===== config.mk =====
export PLATFORM = sky130hd
export DESIGN_NAME = shutoff_device_flat
export DESIGN_NICKNAME = d
export VERILOG_FILES = /design/src/shutoff_pkg.sv /design/src/shutoff_link.sv /design/src/shutoff_device.sv /design/src/flat_wrapper.sv
export VERILOG_INCLUDE_DIRS = /design/src /design/src/src
export SDC_FILE = /design/constraint.sdc
export NUM_CORES = 1
export LEC_CHECK = 0
export BUFFER_PORTS_ARGS = -buffer_cell sky130_fd_sc_hd__buf_2
export CORE_MARGIN = 1
export CORE_UTILIZATION = 30
export DETAILED_ROUTE_END_ITERATION = 6
export PLACE_DENSITY = 0.55
export SYNTH_ARGS = -nofsm -noshare
export SYNTH_HDL_FRONTEND = slang
export SYNTH_SLANG_ARGS = --single-unit

===== constraint.sdc =====
create_clock -name pclk -period 2.3 [get_ports pclk]
set_input_delay 0.345 -clock pclk [delete_from_list [all_inputs] [get_ports pclk]]
set_output_delay 0.345 -clock pclk [all_outputs]
set_load 0.01 [all_outputs]

===== src/shutoff_regs.svh =====
// constants of the shutoff state logic: times, cycle counts, command codes, register map
// assumes a 20 MHz pclk; included by both ends, the checker and the bench
`ifndef SHUTOFF_REGS_SVH
`define SHUTOFF_REGS_SVH

// ****************************************************************
// timing
// ****************************************************************
`define CLK_HZ 20000000
`define GLITCH_TIME_US 500
`define GLITCH_CYC (((`CLK_HZ / 1000) * `GLITCH_TIME_US + 999) / 1000)
`define SKEW_TIME_MS 10000
`define SKEW_CYC ((`CLK_HZ / 1000) * `SKEW_TIME_MS)
`define POWER_OFF_TIME_MS 20
`define POWER_OFF_CYC ((`CLK_HZ / 1000) * `POWER_OFF_TIME_MS)

// ****************************************************************
// command codes on the link
// ****************************************************************
`define CMD_ALARM_CLEAR 8'h06
`define CMD_STATUS_MONITOR 8'h30
`define CMD_POWER_ON 8'h31
`define CMD_POWER_OFF 8'h32
`define CMD_INTERPOLATION 8'h34
`define CMD_POSITIONING 8'h35
`define CMD_CONST_FEED 8'h36
`define CMD_LATCH_INTERP 8'h38
`define CMD_EXT_POSITIONING 8'h39
`define CMD_HOMING 8'h3A

// ****************************************************************
// io monitor field
// ****************************************************************
`define IOMON_HBB_BIT 10

// ****************************************************************
// host register map (byte offsets) and fields
// ****************************************************************
`define REG_CMD 12'h000
`define REG_STATUS 12'h004
`define REG_CTRL 12'h008
`define REG_IOMON 12'h00C
`define ST_POWER_ON_BIT 0
`define ST_HARDWIRED_BLOCK_STATE_BIT 1
`define ST_WARNING_BIT 2
`define ST_SKEW_BIT 3
`define ST_UTIL_LOCK_BIT 4
`define ST_PENDING_BIT 5
`define ST_DONE_BIT 6
`define ST_OK_BIT 7
`define CTRL_UTIL_BIT 0
`define CTRL_RESET 32'h0000_0000

`endif


===== src/shutoff_pkg.sv =====
// types shared by both ends of the shutoff link
// assumes shutoff_regs.svh for all numbers
package shutoff_pkg;
   typedef enum logic [1:0] {ST_BLOCKED, ST_POWERED, ST_HARDWIRED_BLOCK_STATE} drive_state_t;
   typedef logic [7:0] cmd_code_t;
endpackage


===== src/shutoff_link.sv =====
// link between host motion controller and drive shutoff logic
// assumes one clock shared by both ends
`timescale 1ns/1ps
interface shutoff_link;
   import shutoff_pkg::*;
   logic cmd_valid;
   cmd_code_t cmd_code;
   logic util_active;
   logic cmd_done;
   logic cmd_ok;
   logic power_on_flag;
   logic [15:0] io_monitor;
   logic cmd_warning;
   logic skew_alarm;
   logic util_lock;

   modport dev
   (
      input cmd_valid, cmd_code, util_active,
      output cmd_done, cmd_ok, power_on_flag, io_monitor, cmd_warning, skew_alarm, util_lock
   );
   modport host
   (
      output cmd_valid, cmd_code, util_active,
      input cmd_done, cmd_ok, power_on_flag, io_monitor, cmd_warning, skew_alarm, util_lock
   );
endinterface


===== src/shutoff_device.sv =====
// drive end: shutoff channel filtering, block state machine, command acceptance, outputs
// assumes channel inputs synchronous to pclk, 1 = ON (current flowing); commands come over shutoff_link
`timescale 1ns/1ps
`include "shutoff_regs.svh"

// How it works
// - either channel OFF enters hardwired block
// - block state: monitor bit set, power flag clear
// - after power-off, both OFF sits in block
// - both ON again: blocked state, power-on accepted
// - power-on while OFF keeps block state
// - host sends power-off then power-on to leave
// - block kept without main power until power-off; here exit ignores main power: both ON and no retained power-on
// - block during executing command raises warning
// - alarm clear returns to normal status
// - host should stop motion before shutoff
// - one channel OFF 10 s raises skew alarm
// - both OFF removes motor power within 20 ms
// - OFF pulses of 0.5 ms or less ignored
// - utilities interrupted by shutoff need restart
// - block state refuses power-on, ready held off
// - ready only when blocked, unpowered, both ON
// - block drops brake release without delay
// - dynamic brake on block when selected
// - block state alone never raises fault
// - safety circuit drives both channels redundantly
// - monitor output high only when both OFF
module shutoff_device
   import shutoff_pkg::*;
#(
   parameter int GLITCH_CYC = `GLITCH_CYC,
   parameter int SKEW_CYC = `SKEW_CYC
)
(
   input wire logic pclk,
   input wire logic presetn,
   input wire logic shutoff_input_a,
   input wire logic shutoff_input_b,
   input wire logic main_power_on,
   input wire logic stop_method_select,
   input wire logic [15:0] brake_delay_setting,
   input wire logic motion_done,
   shutoff_link.dev link,
   output logic motor_power_en,
   output logic drive_ready,
   output logic brake_release_output,
   output logic fault_output,
   output logic shutoff_monitor_output,
   output logic dynamic_brake_en
);

   localparam int GW = $clog2(GLITCH_CYC + 2);
   localparam int SW = $clog2(SKEW_CYC + 1);

   // ****************************************************************
   // elaboration checks
   // ****************************************************************
   generate
      if (GLITCH_CYC < 1 || SKEW_CYC < 2 || GLITCH_CYC + 2 > `POWER_OFF_CYC)
      begin : g_bad
         $error("shutoff_device: timing parameters out of range");
      end
   endgenerate

   // ****************************************************************
   // channel glitch filters
   // ****************************************************************
   logic [1:0] chan_on;
   logic [1:0] off_q;
   assign chan_on = {shutoff_input_b, shutoff_input_a};

   // an OFF counts only once it has lasted longer than the glitch time
   genvar gi;
   generate
      for (gi = 0; gi < 2; gi++)
      begin : g_filt
         logic [GW-1:0] cnt_q;
         always_ff @(posedge pclk or negedge presetn)
         begin
            if (!presetn)
            begin
               cnt_q <= '0;
               off_q[gi] <= 1'b0;
            end
            else if (chan_on[gi])
            begin
               cnt_q <= '0; // ON is taken at once
               off_q[gi] <= 1'b0;
            end
            else if (cnt_q == GW'(GLITCH_CYC))
               off_q[gi] <= 1'b1; // OFF beyond 0.5 ms recognised
            else
               cnt_q <= cnt_q + GW'(1);
         end
      end
   endgenerate

   logic any_off;
   logic both_off;
   assign any_off = off_q[0] | off_q[1];
   assign both_off = off_q[0] & off_q[1];

   // ****************************************************************
   // command decode
   // ****************************************************************
   drive_state_t state_q;
   logic retain_q;
   logic motion_q;
   logic warn_q;
   logic skew_q;
   logic util_lock_q;
   logic [15:0] hold_q;
   logic power_q;
   logic is_on;
   logic is_off;
   logic is_clr;
   logic is_motion;
   logic on_ok;
   logic cmd_ok;
   logic enter_hardwired_block_state;

   assign is_on = link.cmd_valid && link.cmd_code == `CMD_POWER_ON;
   assign is_off = link.cmd_valid && link.cmd_code == `CMD_POWER_OFF;
   assign is_clr = link.cmd_valid && link.cmd_code == `CMD_ALARM_CLEAR;
   assign is_motion = link.cmd_valid && (link.cmd_code == `CMD_INTERPOLATION
      || link.cmd_code == `CMD_POSITIONING || link.cmd_code == `CMD_CONST_FEED
      || link.cmd_code == `CMD_LATCH_INTERP || link.cmd_code == `CMD_EXT_POSITIONING
      || link.cmd_code == `CMD_HOMING);
   // power-on only from the blocked state with both channels ON
   assign on_ok = state_q == ST_BLOCKED && !any_off && !skew_q && !util_lock_q && !power_q;
   assign enter_hardwired_block_state = any_off && state_q != ST_HARDWIRED_BLOCK_STATE;

   // acceptance answer for every command
   always_comb
   begin
      cmd_ok = 1'b0;
      if (is_on)
         cmd_ok = on_ok;
      else if (is_off || is_clr)
         cmd_ok = 1'b1;
      else if (is_motion)
         cmd_ok = state_q == ST_POWERED && !any_off;
      else if (link.cmd_valid)
         cmd_ok = link.cmd_code == `CMD_STATUS_MONITOR;
   end

   // ****************************************************************
   // block state machine
   // ****************************************************************
   always_ff @(posedge pclk or negedge presetn)
   begin
      if (!presetn)
         state_q <= ST_BLOCKED;
      else
      begin
         unique case (state_q)
            ST_BLOCKED:
            begin
               if (any_off)
                  state_q <= ST_HARDWIRED_BLOCK_STATE;
               else if (is_on && on_ok)
                  state_q <= ST_POWERED;
            end
            ST_POWERED:
            begin
               if (any_off)
                  state_q <= ST_HARDWIRED_BLOCK_STATE;
               else if (is_off || !main_power_on)
                  state_q <= ST_BLOCKED;
            end
            ST_HARDWIRED_BLOCK_STATE:
            begin
               // leaves only with both ON and no retained power-on request
               if (!any_off && !retain_q && !is_on)
                  state_q <= ST_BLOCKED;
            end
         endcase
      end
   end

   // power-on refused in block state is remembered until power-off
   always_ff @(posedge pclk or negedge presetn)
   begin
      if (!presetn)
         retain_q <= 1'b0;
      else if (is_on && (state_q == ST_HARDWIRED_BLOCK_STATE || enter_hardwired_block_state))
         retain_q <= 1'b1;
      else if (is_off)
         retain_q <= 1'b0;
   end

   // tracks an action command still executing
   always_ff @(posedge pclk or negedge presetn)
   begin
      if (!presetn)
         motion_q <= 1'b0;
      else if (is_motion && cmd_ok)
         motion_q <= 1'b1;
      else if (motion_done || state_q != ST_POWERED)
         motion_q <= 1'b0;
   end

   // ****************************************************************
   // warning and skew alarm
   // ****************************************************************
   always_ff @(posedge pclk or negedge presetn)
   begin
      if (!presetn)
         warn_q <= 1'b0;
      else if ((enter_hardwired_block_state && (state_q == ST_POWERED || motion_q)) || (is_on && any_off))
         warn_q <= 1'b1; // set wins over clear
      else if (is_clr)
         warn_q <= 1'b0;
   end

   logic [SW-1:0] skew_cnt_q;
   logic skew_hit;
   assign skew_hit = (off_q[0] ^ off_q[1]) && skew_cnt_q == SW'(SKEW_CYC - 1);

   // counts while exactly one channel is OFF
   always_ff @(posedge pclk or negedge presetn)
   begin
      if (!presetn)
         skew_cnt_q <= '0;
      else if (!(off_q[0] ^ off_q[1]))
         skew_cnt_q <= '0;
      else if (!skew_hit)
         skew_cnt_q <= skew_cnt_q + SW'(1);
   end

   always_ff @(posedge pclk or negedge presetn)
   begin
      if (!presetn)
         skew_q <= 1'b0;
      else if (skew_hit)
         skew_q <= 1'b1;
      else if (is_clr)
         skew_q <= 1'b0; // only alarm clear ends it
   end

   // interrupted utility stays locked until the host cancels it
   always_ff @(posedge pclk or negedge presetn)
   begin
      if (!presetn)
         util_lock_q <= 1'b0;
      else if (enter_hardwired_block_state && link.util_active)
         util_lock_q <= 1'b1;
      else if (!link.util_active)
         util_lock_q <= 1'b0;
   end

   // ****************************************************************
   // power, brake and pin outputs
   // ****************************************************************
   // power-off holds current for the brake delay; block bypasses it
   always_ff @(posedge pclk or negedge presetn)
   begin
      if (!presetn)
         hold_q <= 16'h0000;
      else if (any_off || !main_power_on)
         hold_q <= 16'h0000;
      else if (state_q == ST_POWERED && is_off)
         hold_q <= brake_delay_setting;
      else if (hold_q != 16'h0000)
         hold_q <= hold_q - 16'h0001;
   end

   logic ready_q;
   logic brake_q;
   logic fault_q;
   logic monitor_q;
   logic dyn_q;

   always_ff @(posedge pclk or negedge presetn)
   begin
      if (!presetn)
      begin
         power_q <= 1'b0;
         ready_q <= 1'b0;
         brake_q <= 1'b0;
         fault_q <= 1'b0;
         monitor_q <= 1'b0;
         dyn_q <= 1'b0;
      end
      else
      begin
         power_q <= !any_off && main_power_on && (state_q == ST_POWERED || hold_q != 16'h0000);
         ready_q <= state_q == ST_BLOCKED && !any_off && !power_q && !skew_q;
         brake_q <= state_q == ST_POWERED && !any_off && main_power_on && !is_off;
         fault_q <= skew_q; // block state does not drive fault
         monitor_q <= both_off;
         dyn_q <= (state_q == ST_HARDWIRED_BLOCK_STATE || enter_hardwired_block_state) && stop_method_select;
      end
   end

   assign motor_power_en = power_q;
   assign drive_ready = ready_q;
   assign brake_release_output = brake_q;
   assign fault_output = fault_q;
   assign shutoff_monitor_output = monitor_q;
   assign dynamic_brake_en = dyn_q;

   // ****************************************************************
   // link answers
   // ****************************************************************
   logic done_q;
   logic ok_q;
   logic pwr_flag_q;
   logic [15:0] iomon_q;

   always_ff @(posedge pclk or negedge presetn)
   begin
      if (!presetn)
      begin
         done_q <= 1'b0;
         ok_q <= 1'b0;
         pwr_flag_q <= 1'b0;
         iomon_q <= 16'h0000;
      end
      else
      begin
         done_q <= link.cmd_valid;
         ok_q <= link.cmd_valid && cmd_ok;
         pwr_flag_q <= state_q == ST_POWERED;
         iomon_q <= 16'h0000;
         iomon_q[`IOMON_HBB_BIT] <= state_q == ST_HARDWIRED_BLOCK_STATE;
      end
   end

   assign link.cmd_done = done_q;
   assign link.cmd_ok = ok_q;
   assign link.power_on_flag = pwr_flag_q;
   assign link.io_monitor = iomon_q;
   assign link.cmd_warning = warn_q;
   assign link.skew_alarm = skew_q;
   assign link.util_lock = util_lock_q;

endmodule


===== src/flat_wrapper.sv =====
// flat-port wrapper written by rule: the top's interface ports become plain ports
module shutoff_device_flat import shutoff_pkg::*;
#(
   parameter int GLITCH_CYC = `GLITCH_CYC,
   parameter int SKEW_CYC = `SKEW_CYC
)
  (pclk, presetn, shutoff_input_a, shutoff_input_b, main_power_on, stop_method_select, brake_delay_setting, motion_done, motor_power_en, drive_ready, brake_release_output, fault_output, shutoff_monitor_output, dynamic_brake_en, link_cmd_valid, link_cmd_code, link_util_active, link_cmd_done, link_cmd_ok, link_power_on_flag, link_io_monitor, link_cmd_warning, link_skew_alarm, link_util_lock);
  shutoff_link link_i ();
  input wire logic pclk;
  input wire logic presetn;
  input wire logic shutoff_input_a;
  input wire logic shutoff_input_b;
  input wire logic main_power_on;
  input wire logic stop_method_select;
  input wire logic [15:0] brake_delay_setting;
  input wire logic motion_done;
  output logic motor_power_en;
  output logic drive_ready;
  output logic brake_release_output;
  output logic fault_output;
  output logic shutoff_monitor_output;
  output logic dynamic_brake_en;
  input wire logic [$bits(link_i.cmd_valid)-1:0] link_cmd_valid;
  input wire logic [$bits(link_i.cmd_code)-1:0] link_cmd_code;
  input wire logic [$bits(link_i.util_active)-1:0] link_util_active;
  output wire logic [$bits(link_i.cmd_done)-1:0] link_cmd_done;
  output wire logic [$bits(link_i.cmd_ok)-1:0] link_cmd_ok;
  output wire logic [$bits(link_i.power_on_flag)-1:0] link_power_on_flag;
  output wire logic [$bits(link_i.io_monitor)-1:0] link_io_monitor;
  output wire logic [$bits(link_i.cmd_warning)-1:0] link_cmd_warning;
  output wire logic [$bits(link_i.skew_alarm)-1:0] link_skew_alarm;
  output wire logic [$bits(link_i.util_lock)-1:0] link_util_lock;
  assign link_i.cmd_valid = link_cmd_valid;
  assign link_i.cmd_code = link_cmd_code;
  assign link_i.util_active = link_util_active;
  assign link_cmd_done = link_i.cmd_done;
  assign link_cmd_ok = link_i.cmd_ok;
  assign link_power_on_flag = link_i.power_on_flag;
  assign link_io_monitor = link_i.io_monitor;
  assign link_cmd_warning = link_i.cmd_warning;
  assign link_skew_alarm = link_i.skew_alarm;
  assign link_util_lock = link_i.util_lock;
  shutoff_device #(.GLITCH_CYC(GLITCH_CYC), .SKEW_CYC(SKEW_CYC)) u_core (.pclk(pclk), .presetn(presetn), .shutoff_input_a(shutoff_input_a), .shutoff_input_b(shutoff_input_b), .main_power_on(main_power_on), .stop_method_select(stop_method_select), .brake_delay_setting(brake_delay_setting), .motion_done(motion_done), .link(link_i), .motor_power_en(motor_power_en), .drive_ready(drive_ready), .brake_release_output(brake_release_output), .fault_output(fault_output), .shutoff_monitor_output(shutoff_monitor_output), .dynamic_brake_en(dynamic_brake_en));
endmodule

# After elaboration in Yosys (flattened, before gate mapping)
# Index checks and enable logic that the tools add are counted.
# Widths: inputs -> output; s select.
# op_classes
add_sub_neg,4
n_eq_ne,24
mux,32
bitwise_logic,3
n_reduce_logical,59
# ops
cell,n
$eq 8x6->1 const B,9
$mux 14,4
$mux 28,2
$mux 16,3
$add 14x1->14 const B,2
$add 28x1->28 const B,1
$eq 14x14->1 const B,2
$eq 28x28->1 const B,1
$logic_and 1x1->1,28
$mux 1,17
$reduce_bool 16->1,1
$sub 16x1->16 const B,1
$logic_or 1x1->1,13
$reduce_bool 2->1,6
$mux 2,5
$eq 8x3->1 const B,1
$logic_not 1->1,8
$ne 2x2->1 const B,4
$ne 2x1->1 const B,3
$ne 3x1->1 const B,2
$pmux 2 s3,1
$reduce_and 3->1,1
$reduce_bool 3->1,1
$eq 2x1->1 const B,1
other kinds (5),5
# word_totals
ff_bits,91
inputBits,33
out_inout_bits,28
wordCells,144

# Logic depth before layout (Yosys ltp)
# depth
ltp_word,12
ltp_mapped,8

# Least setup slack after synthesis
# No wires, ideal clock.
# synth_path
path_type,register -> register
from,reg u_core.hold_q[0]
to,reg u_core.hold_q[1]
setup_time_ns,0.077
arrival_ns,1.836
slack_ns,0.386
path_stages_with_launch,8
period_less_slack_ns,1.914
path_cell_list,dfrtp_1 inv_1 ha_1 or3b_1 nor3_2 nand2_2 mux2_2 a21oi_1
# synth_via
elab_chain_len,4
elab_cells_between_ends,6
# synth_lines
element,line,source
"start, declared",shutoff_device.sv:112,logic [15:0] hold_q;
"start signal, assigned",shutoff_device.sv:263,hold_q <= brake_delay_setting;
"start signal, assigned",shutoff_device.sv:265,hold_q <= hold_q - 16'h0001;
$sub 16x1->16,shutoff_device.sv:265,
$mux 16,shutoff_device.sv:264,else if (hold_q != 16'h0000)
$mux 16,shutoff_device.sv:262,else if (state_q == ST_POWERED && is_off)
$mux 16,shutoff_device.sv:260,else if (any_off || !main_power_on)
# Several ways; a longest one is shown, not always the timed one. The select of a mux whose other input is x is not followed.
# A chain may end at the register's enable or synchronous reset.

# Worst setup path in the final report
# Same ends and word-level chain as after synthesis.

==> impl_metrics.csv <==
group,metric,value,unit
clock_network,cts_tree,"built",
setup_path,crit_cells,7,
setup_path,critPathSlowestCell,"or3b_1",
setup_path,cp_top_family,"simple AND/OR/NAND/NOR gates",
setup_path,critical_path_required,2.58,ns
pwr,p_leak,2.45,nW
clock_network,worstSkewPairLatency,0.35,ns
yosys,synth_area,0.00484,mm2
die,dieArea,0.0167,mm2
sta,fmax,501,MHz
place,place_congestion,0.803,
yosys,yosysUniqueCellTypes,65,
layout,ff_latch_area,0.00228,mm2
detailed_routing,final_antenna_net_count,0,
clock_network,path_clk_slew,0.07,ns
setup_path,critPathCaptureType,"register",
sta,tns,0,ns
yosys,ys_seq_area_frac,0.470,
yosys,async_flop_share,1.00,
place,numPortBuffers,45,
sta,setup_violations,0,
global_routing,track_usage,0.137,
sta,rsz0062_at_grt,"false",
detailed_routing,drt_wl_total,10600,um
place,hpwl,7500,um
yosys,yosysMostFrequentCell,"dfrtp_1",
die,dieWidth,129,um
worst_hold_path,hold_end,"u_core.link.cmd_done",
global_routing,grt_max_degree,39,
layout,finalNetCount,607,
setup_path,timing.rr.end,"u_core.hold_q[1]",
global_routing,grt_pass1_vias,3782,
yosys,synth_edf_count,0,
die,coreArea,0.0158,mm2
layout,n_fill_cell,1589,
setup_path,arrival,2.28,ns
clock_network,cts-root-buf,"clkbuf_16",
setup_path,start_kind,"register",
setup_path,crit_type,"register to register",
sta,min_period,1.99,ns
global_routing,grt_overflow,0,
yosys,yosys-top-cells-area,"dfrtp_1, xnor2_1, nor2_1",
yosys,synthDominantCellAreaShare,0.470,
clock_network,cts.sinks,91,
layout,multi_input_area,0.00237,mm2
pwr,p_per_area,835,mW/mm2
sta,tightest_slew,0.635,ns
detailed_routing,viasPerCell,4.88,
clock_network,htreeDepth,3,
layout,final_core_util,0.355,
detailed_routing,initialDrtViolationCount,265,
layout,layout-drive-gt1-share,0.155,
yosys,ys_top_cells_by_count,"dfrtp_1, nor2_1, nand2_1",
sta,period_share,0.867,
setup_path,path_max_fanout,8,
sta,finalHoldViolCount,0,
global_routing,grt_pass1_wl,17900,um
setup_path,reg2reg_from,"u_core.hold_q[0]",
yosys,synth_flop_cell,"dfrtp_1",
worst_hold_path,min_from,"link_cmd_valid",
pwr,ir_drop,0.351,mV
sta,skew,0.0117,ns
sta,drv_slew,0,
detailed_routing,routedWlPerCell,13.5,um
outcome,status,"finished clean",
die,chipHeight,129,um
clock_network,cts_made_buffers,9,
setup_path,slowest_delay,0.42,ns
setup_path,r2r_cells,7,
yosys,yosysWarnings,0,
detailed_routing,vias,3827,
flow_run,cap_violations,0,
sta,relSlewSlack,0.576,
die,initial_core_util,0.306,
worst_hold_path,whs_path_depth,1,
die,rows,46,
yosys,postSynthAreaPerCell,9.48,um2
worst_hold_path,min_path_type,"input port to register",
layout,areaGrowthSynthToFinish,16.0,%
detailed_routing,drt_first_pass_iters,5,
setup_path,crit_chain,"inv_1 -> ha_1 -> or3b_1 -> nor3_2 -> nand2_2 -> mux2_2 -> a21oi_1",
die,ios,61,
setup_path,reg2reg_slack,0.31,ns
yosys,yosysTopAreaCell,"dfrtp_1",
yosys,synth_seq_cells,91,
global_routing,antenna_found_initial,1,
setup_path,critPathBufInv,1,
yosys,syn_inst,511,
clock_network,clk_path_buf_depth,2,
detailed_routing,remaining_drc_errors,0,
-- routing by layer --
layer  part of all wire  global-route usage  vias to the layer above
li1                   -                   -                     1872
met1               0.46               0.171                     1873
met2               0.48               0.226                       72
met3              0.049              0.0396                       10
met4              0.014              0.0512                        0
met5                  0                   0                        -
-- worst max-delay path by stage --
stage | start | end
after global placement | link_cmd_code[3] | u_core.hold_q[3]
after global routing | u_core.hold_q[0] | u_core.hold_q[1]
after floorplan | u_core.hold_q[0] | u_core.hold_q[1]
after CTS | u_core.hold_q[0] | u_core.hold_q[1]
after detailed placement | link_cmd_code[3] | u_core.hold_q[3]
final | u_core.hold_q[0] | u_core.hold_q[1]
-- placed cells by master (no fill, tap or decap), drive strengths merged, types with 4 or more instances in the layout --
master   n
xnor2   26
nor3    17
ha      11
o21ai   18
nor2    58
and3    13
mux2i    9
xor2    19
o22ai    4
nor4    13
inv     22
nand2   46
nand3   30
or3      6
buf     56
a21oi   29
nand4   18
clkbuf  11
and2     4
nand2b   4
conb    15
dfrtp   91
-- metrics by stage --
step | std cells | instance area [um2] | hold WS [ns] | worst slack (ns) | power [mW]
after floorplan | 525 | 4900 | 0.0494 | 0.386 | 2.88
after global placement | 767 | 5310 | 0.295 | 0.279 | 3.22
after detailed placement | 767 | 5310 | 0.300 | 0.228 | 3.24
after CTS | 784 | 5620 | 0.162 | 0.307 | 4.75
after global routing | 784 | 5620 | 0.154 | 0.152 | 4.98
final | 785 | 5620 | 0.167 | 0.306 | 4.69
-- worst register-to-register path, delay by kind of cell, from the launching register on --
family | cells | cell delay [ns]
AND/OR/NAND/NOR | 3 | 0.77
adder cells (fa/ha/maj) | 1 | 0.21
AO/OA/AOI/OAI | 1 | 0.13
flip-flops | 1 | 0.40
buffers and inverters | 1 | 0.11
multiplexers | 1 | 0.31
-- kinds of logic (layout without fill, tap and decap cells) --
group	after synthesis	in the layout	share of synthesized area
adder cells (fa/ha/maj)	11	11	0.0284
AO/OA/AOI/OAI	73	73	0.0909
flip-flops	91	91	0.470
multiplexers	10	10	0.0209
XOR/XNOR	45	45	0.0814
other	1	16	0.000774
buffers and inverters	48	91	0.0511
AND/OR/NAND/NOR	232	232	0.256
-- state kept, by name (all words and copies together), names as in the netlist --
register / flops
u_core.g_filt.cnt_q: 28
u_core.skew_cnt_q: 28
u_core.hold_q: 16
u_core.off_q: 2
u_core.state_q: 2
u_core.brake_release_output: 1
u_core.drive_ready: 1
u_core.dynamic_brake_en: 1
u_core.fault_output: 1
u_core.link.cmd_done: 1
u_core.link.cmd_ok: 1
u_core.link.cmd_warning: 1
u_core.link.io_monitor: 1
u_core.link.power_on_flag: 1
u_core.link.skew_alarm: 1
u_core.link.util_lock: 1
u_core.motion_q: 1
u_core.motor_power_en: 1
u_core.retain_q: 1
u_core.shutoff_monitor_output: 1
-- layout make-up --
type | count | share of cell area
diodes | 1 | 0.000445
clock buffers | 11 | 0.0450
clock inverters | 5 | 0.00757
inverters | 18 | 0.0120
multi-input cells | 386 | 0.422
flip-flops and latches | 91 | 0.405
well taps | 216 | 0.0481
repair buffers | 57 | 0.0592
-- report_power, final --
part	total [mW]	switching [mW]	internal, mW
Combinational	1.31	0.702	0.608
Sequential	1.91	0.159	1.75
Clock	1.47	0.658	0.809
Total	4.69	1.52	3.17
-- timing repair --
item | CTS | global route
endpoints found under the hold margin | 27 | 0
buffers inserted | 0 | 0
resized for setup | 0 | 0
hold buffers | 1 | 0
Power figures use the tool's default switching activity.
